File: src/phys_filter_defs.svh
`ifndef PHYS_FILTER_DEFS_SVH
`define PHYS_FILTER_DEFS_SVH

// ****************************************
// register byte offsets
// ****************************************
`define OFS_MASK_HIGH_SET 12'h110
`define OFS_MASK_HIGH_CLEAR 12'h114
`define OFS_MASK_LOW_SET 12'h118
`define OFS_MASK_LOW_CLEAR 12'h11C
`define OFS_UPPER_BOUND 12'h120

// ****************************************
// reset values and field positions
// ****************************************
`define MASK_RESET 32'h00000000
`define UPPER_BOUND_VALUE 32'h00000000
`define REMOTE_BUS_BIT 31
`define HIGH_NODE_BASE 32
`define LOCAL_BUS_ID 10'h3FF

`endif

File: src/phys_filter_pkg.sv
package phys_filter_pkg;
    // request routing decision
    typedef enum logic [1:0] {
        ROUTE_PHYS = 2'b01,
        ROUTE_ASYNC = 2'b10
    } route_t;
    typedef logic [11:0] reg_addr_t;
    typedef logic [31:0] reg_word_t;
endpackage

File: src/node_mask_reg.sv
`timescale 1ns/100ps
`default_nettype none
`include "phys_filter_defs.svh"

// set/clear mask register, one word
module node_mask_reg #(
    parameter int WIDTH = 32
) (
    input wire logic sys_clk, // clock
    input wire logic reset, // sync reset
    input wire logic set_en, // write to set address
    input wire logic clear_en, // write to clear address
    input wire logic [WIDTH-1:0] wr_data, // bus write data
    output logic [WIDTH-1:0] mask // current mask
);
    logic [WIDTH-1:0] next_mask; // value after this edge

    // ones set or clear, zeros leave bits alone; strobes never coincide
    assign next_mask = set_en ? (mask | wr_data) : (clear_en ? (mask & ~wr_data) : mask);

    // ****************************************
    // storage
    // ****************************************
    always_ff @(posedge sys_clk) begin
        if (reset) begin
            mask <= WIDTH'(`MASK_RESET);
        end else begin
            mask <= next_mask;
        end
    end
endmodule
`default_nettype wire

File: src/physical_request_node_filter.sv
// Our own choice: the strobed register port.
`timescale 1ns/100ps
`default_nettype none
`include "phys_filter_defs.svh"

// Functional notes
// high mask bits 18..0 grant nodes 50..32
// low mask bit k grants node k
// recheck sender against mask after async filter
// clear bit sends request to async context
// low mask set 118h, clear 11Ch, resets zero
// upper bound 120h reads zero, ignores writes
// high mask set 110h, clear 114h, resets zero
// high bit 31 accepts remote bus nodes
// high bits 30..19 grant nodes 62..51
// write ones sets/clears; reads return mask
module physical_request_node_filter (
    input wire logic sys_clk, // 200 MHz register clock
    input wire logic reset, // sync, active high
    input wire phys_filter_pkg::reg_addr_t reg_addr, // byte address
    input wire phys_filter_pkg::reg_word_t reg_wdata, // write data
    input wire logic reg_write, // write strobe
    input wire logic reg_read, // read strobe
    output phys_filter_pkg::reg_word_t reg_rdata, // read data, cycle after strobe
    input wire logic req_valid, // request aimed at physical context
    input wire logic async_pass, // async filter accepted it
    input wire logic [15:0] req_source_id, // sender bus id and node number
    output logic route_valid, // decision valid, one cycle
    output phys_filter_pkg::route_t route_sel, // physical or async context
    output logic route_reject // dropped by async filter
);
    import phys_filter_pkg::*;

    // ****************************************
    // address decode
    // ****************************************
    logic hit_high_set; // high mask set address
    logic hit_high_clear; // high mask clear address
    logic hit_low_set; // low mask set address
    logic hit_low_clear; // low mask clear address
    logic hit_bound; // upper bound stub
    assign hit_high_set = (reg_addr == `OFS_MASK_HIGH_SET);
    assign hit_high_clear = (reg_addr == `OFS_MASK_HIGH_CLEAR);
    assign hit_low_set = (reg_addr == `OFS_MASK_LOW_SET);
    assign hit_low_clear = (reg_addr == `OFS_MASK_LOW_CLEAR);
    assign hit_bound = (reg_addr == `OFS_UPPER_BOUND);

    // ****************************************
    // mask storage
    // ****************************************
    reg_word_t phys_node_mask_high; // nodes 62..32 plus remote bit
    reg_word_t phys_node_mask_low; // nodes 31..0

    node_mask_reg #(.WIDTH(32)) high_mask (
        .sys_clk(sys_clk),
        .reset(reset),
        .set_en(reg_write && hit_high_set),
        .clear_en(reg_write && hit_high_clear),
        .wr_data(reg_wdata),
        .mask(phys_node_mask_high)
    );

    node_mask_reg #(.WIDTH(32)) low_mask (
        .sys_clk(sys_clk),
        .reset(reset),
        .set_en(reg_write && hit_low_set),
        .clear_en(reg_write && hit_low_clear),
        .wr_data(reg_wdata),
        .mask(phys_node_mask_low)
    );

    // ****************************************
    // read mux
    // ****************************************
    // writes to the bound stub hit no storage at all
    reg_word_t read_word; // selected word
    assign read_word = (hit_high_set || hit_high_clear) ? phys_node_mask_high :
                       (hit_low_set || hit_low_clear) ? phys_node_mask_low :
                       hit_bound ? `UPPER_BOUND_VALUE :
                       32'h00000000; // unmapped reads zero

    // data held only in the cycle after the strobe
    always_ff @(posedge sys_clk) begin
        if (reset) begin
            reg_rdata <= 32'h00000000;
        end else begin
            reg_rdata <= reg_read ? read_word : 32'h00000000;
        end
    end

    // ****************************************
    // node lookup
    // ****************************************
    // node 63 is broadcast and has no grant bit
    function automatic logic node_granted(input logic [5:0] node, input reg_word_t lo, input reg_word_t hi);
        if (node < 6'(`HIGH_NODE_BASE)) begin
            node_granted = lo[node[4:0]];
        end else if (node == 6'h3F) begin
            node_granted = 1'b0;
        end else begin
            node_granted = hi[node[4:0]];
        end
    endfunction

    logic is_local; // sender on our bus
    logic grant; // mask allows physical handling
    assign is_local = (req_source_id[15:6] == `LOCAL_BUS_ID);
    assign grant = is_local ? node_granted(req_source_id[5:0], phys_node_mask_low, phys_node_mask_high)
                            : phys_node_mask_high[`REMOTE_BUS_BIT];

    // ****************************************
    // routing decision
    // ****************************************
    // second check only runs after the async filter passed
    always_ff @(posedge sys_clk) begin
        if (reset) begin
            route_valid <= 1'b0;
            route_sel <= ROUTE_ASYNC;
            route_reject <= 1'b0;
        end else begin
            route_valid <= req_valid;
            route_reject <= req_valid && !async_pass;
            route_sel <= (async_pass && grant) ? ROUTE_PHYS : ROUTE_ASYNC;
        end
    end
endmodule
`default_nettype wire

File: config.mk
export PLATFORM = sky130hd
export DESIGN_NAME = physical_request_node_filter
export DESIGN_NICKNAME = d
export VERILOG_FILES = /design/src/phys_filter_pkg.sv /design/src/node_mask_reg.sv /design/src/physical_request_node_filter.sv
export VERILOG_INCLUDE_DIRS = /design/src /design/src/src
export SDC_FILE = /design/constraint.sdc
export NUM_CORES = 1
export LEC_CHECK = 0
export BUFFER_PORTS_ARGS = -buffer_cell sky130_fd_sc_hd__buf_2
export CAP_MARGIN = 30
export CORE_MARGIN = 2
export CORE_UTILIZATION = 50
export CTS_CLUSTER_DIAMETER = 150
export DETAILED_ROUTE_END_ITERATION = 7
export PLACE_DENSITY = 0.81
export SYNTH_ARGS = -nofsm -noshare
export SYNTH_HDL_FRONTEND = slang
export SYNTH_HIERARCHICAL = 1
export SYNTH_SLANG_ARGS = --single-unit
export TNS_END_PERCENT = 1
File: constraint.sdc
create_clock -name sys_clk -period 6.2 [get_ports sys_clk]
set_input_delay 0.31 -clock sys_clk [delete_from_list [all_inputs] [get_ports sys_clk]]
set_output_delay 0.31 -clock sys_clk [all_outputs]
set_load 0.02 [all_outputs]
# After elaboration in Yosys (flattened, before gate mapping)
# Index checks and enable logic that the tools add are counted.
# totals
register_bits	100
output_inout_bits	36
in_bits	66
wordCells	46
# classes
n_mux	14
n_eq_ne	6
n_bitwise	6
n_lt_le_gt_ge	2
reduce_logical	12
# ops
op	n
two-way mux 32 bit	6
bitwise AND 32 bit	2
bitwise OR 32 bit	2
== test 12 x 9 -> 1 bit, second input constant	4
inverter 32 bit	1
binary-select mux 1 bit (select 5 bit)	2
== test 10 bit, second input constant	1
== test 6 bit, second input constant	1
logical AND 1 bit	6
< comparator 5 x 6 -> 1 bit, second input constant	1
< comparator 6 bit, second input constant	1
two-way mux 1 bit	5
nonzero test 2 bit	2
logical OR 1 bit	2
two-way mux 2 bit	1
OR reduction 2 bit	1
zero test 1 bit	1
inverter 1 bit	1

# Logic depth before layout (Yosys ltp)
# depth
ltp_word	7
mapped_depth	7

# Cells and area by module
# Netlist, hierarchy kept.
# by_module_without_submodules
mod	cells_per_inst	area_each_um2	n_inst
node_mask_reg	137	1413.9	2
physical_request_node_filter	172	1940.6	1

# Worst setup path after synthesis
# OpenSTA, ideal clock, no wires.
# synth_timing
kind	input to register
start	input port reg_addr[7]
end	register with a tool-made name
arrival_time_ns	2.210
stages	7
t_required_ns	6.075
slack_ns	3.865
path_buffers	1
setup_ns	0.125
path_cell_list	or4b_2 nor4_2 nand2_1 nor3b_1 buf_6 a21bo_1 a21oi_2
# synth_lines
element	line_no	rtl
start, declared	physical_request_node_filter.sv:20	input wire phys_filter_pkg::reg_addr_t reg_addr,

==> reports/qor.csv <==
metric;value;unit
Post-synth top flop;dfxtp_1;
Distinct cells, synth;39;
Initial Util;51.6;%
xor/xnor share of the synthesized area;0;%
gr ovfl total;0;
Worst path most repeated cell;nand2_1;
post-DP HPWL;7.48;mm
Num Clock Sinks;100;
Seq/Total Area, Yosys;42.0;%
reg2reg path depth;5;
initial antenna violation count;0;
# DRC;0;
largest family of logic cells by synthesized area;compound AO/OA/AOI/OAI gates;
Clock Skew;8.25;ps
Worst-Margin Slew;536;ps
uppermost layer routed;met4;
H-Tree Depth;3;
Cells after Synth;446;
sequential power share;58.6;%
Worst VDD drop;0.0997;mV
routability-driven placement congestion ratio;0.761;
Worst Path Required;6500;ps
post-CTS sizing;0;
post-synth top area share;42.0;%
postcts setup bufs;0;
slowest CP cell;or4b_2;
die width;102;um
fraction of layout cells with a size suffix above 1;36.5;%
Syn. warnings;6;
combinational power share;6.7;%
Post-Syn Area per Cell;10.7;um2
max-cap viol count;0;
P_sw;278;uW
final core occ;59.6;%
Hold Vio Cnt, Final;0;
post-synthesis net count;512;
Reg clk slew, reported paths;100;ps
critical path arrival;2390;ps
Sw Share;25.4;%
vias in the first global route;3736;
routed length on met2;5.70;mm
multi-input combinational cell area;2560;um2
DRT Wirelength;11.4;mm
cell-internal power;819;uW
CP Class;in -> reg;
RSZ-0062 raised after global routing;false;
largest net degree at the start of global routing;68;
IO Port Bufs;101;
asr flop ratio synth;0;%
vias;3743;
status;completed;
post-synth top area cell;dfxtp_1;
cell leakage power;0.00218;uW
upper clock frequency limit;478;MHz
Storage cell area;2000;um2
crit-path cells;buf_2, or4b_2, nor4_2, nand2_1, nor3b_2, buf_4, nand2_1, a21oi_2;
latest clock arrival within the worst-skew pair;370;ps
drt wl/cell;17.1;um
Synth area leaders;dfxtp_1, a21bo_1, a21oi_2, mux2i_1, mux4_1;
Design Power;1100;uW
layout-stage area growth over the synthesis result;15.4;%
die area;10300;um2
Setup crit end kind;register;
Hold Path Class;in -> reg;
metal3 WL;499;um
mux share of post-synthesis cell area;15.7;%
R2R Path End;route_sel[1]$_SDFF_PP1_;
Post-Synth Simple-Gate Area;11.4;%
crit-path max FO;32;
Tmin final;2090;ps
clock network fraction of design power;34.7;%
setup TNS;0;ps
EDFF count, synth;0;
pwr dens;199;nW/um2
R2R setup slack;4370;ps
M1 WL;5.00;mm
CTS Hold Buffers Added;0;
post-synthesis compound-gate area fraction;26.3;%
# setup viols final;0;
# diodes;0;
row cnt;35;
Global Route Usage Sum;22.8;%
Slew Viols, Final;0;
clk buf depth;2;
Antenna Violating Nets Remaining;0;
Post-Synthesis Cell Area;4770;um2
vias per cell;5.59;
Initial DRC Count;167;
period utilization;33.8;%
Pre-antenna DRT Iters;4;
Root Driver;clkbuf_8;
Critical Path Source;reg_addr[7];
Num CTS Buffers;9;
Die Ht;102;um
Post-Synth Adder-Cell Area;0;%
Layout fillers;770;
startpoint types;primary input;
first-pass GRT wire length;18.3;mm
CTS tree;built;
Top Ports;102;
Max-slew headroom;64.3;%
Seq cells post-synth;100;
core region area;9240;um2
max incr delay on CP;660;ps
Final nets;601;
-- cell usage in the layout, fill, tap and decap left out, types with 2 or more instances in the layout --
cell type   count
nor3b_2         2
nor3_1          3
clkinvlp_4      4
nand4_1         2
buf_2         100
a21bo_1        58
buf_4           6
mux4_2          2
a21oi_1         8
a21bo_2         6
nor2b_1         3
a21oi_2        58
clkbuf_8        9
mux2i_1        36
inv_1           3
nand2_1        70
dfxtp_1       100
mux4_1         13
nor2_1         33
-- power groups by stage --
stage,sequential (uW),clock (uW),combinational [uW]
detailed placement,657,0,70.5
CTS,643,390,70.8
floorplan,658,0,33.5
global placement,657,0,66.5
finish,642,381,73.4
global route,643,411,78.4
-- critical path, delay by kind of cell --
| kind | cells | cell delay (ps) |
|---|---|---|
| and+or+nand+nor | 5 | 1410 |
| buffers and inverters | 2 | 490 |
| AOI/OAI and AO/OA | 1 | 150 |
-- cells in the mapped netlist, types with 2 or more instances --
cell type / count
nor3b_1: 2
nor2b_1: 3
buf_6: 8
dfxtp_1: 100
nor3_1: 4
clkbuf_1: 2
nor2_1: 33
nand2_1: 70
inv_1: 3
mux2i_1: 36
nand4_1: 2
buf_1: 2
buf_2: 15
a21bo_2: 6
a21oi_2: 58
mux4_1: 13
a21bo_1: 58
a21oi_1: 8
mux4_2: 2
buf_4: 2
-- stage by stage --
| stage | hold WS [ps] | worst slack (ps) | instance area [um2] | cells |
|---|---|---|---|---|
| finish | 139 | 4110 | 5500 | 669 |
| global route | 149 | 3980 | 5500 | 669 |
| CTS | 139 | 4120 | 5480 | 668 |
| detailed placement | 514 | 3720 | 5300 | 652 |
| global placement | 506 | 3770 | 5280 | 651 |
| floorplan | 379 | 3870 | 4770 | 446 |
-- per-layer routing --
layer | GRT usage (%) | vias up
met5 | 0 | -
met2 | 39.1 | 91
met4 | 9.36 | 0
li1 | - | 1775
met3 | 3.86 | 22
met1 | 28.4 | 1855
-- area by class of cell --
cell class	count	area share (%)
clock buffers	9	2.25
flip-flops and latches	100	36.4
clock inverters	7	0.955
inverters	3	0.205
multi-input cells	313	46.5
repair buffers	108	10.8
well taps	129	2.93
-- worst min path at each step --
stage                     from                       end  slack, ps  cells after the start
detailed placement    register   reg_rdata[8]$_SDFF_PP0_        510                      2
global placement      register  reg_rdata[22]$_SDFF_PP0_        510                      2
floorplan                reset                  register        380                      1
CTS                 async_pass   route_reject$_SDFF_PP0_        140                      2
finish              async_pass   route_reject$_SDFF_PP0_        140                      2
global route        async_pass   route_reject$_SDFF_PP0_        150                      2
-- logic make-up (layout without fill, tap and decap cells) --
group,Yosys count,after routing
buffers and inverters,33,127
AO/OA/AOI/OAI,137,137
flip-flops,100,100
multiplexers,51,51
AND/OR/NAND/NOR,125,125
Note: power is estimated with default switching activity, not from simulation.
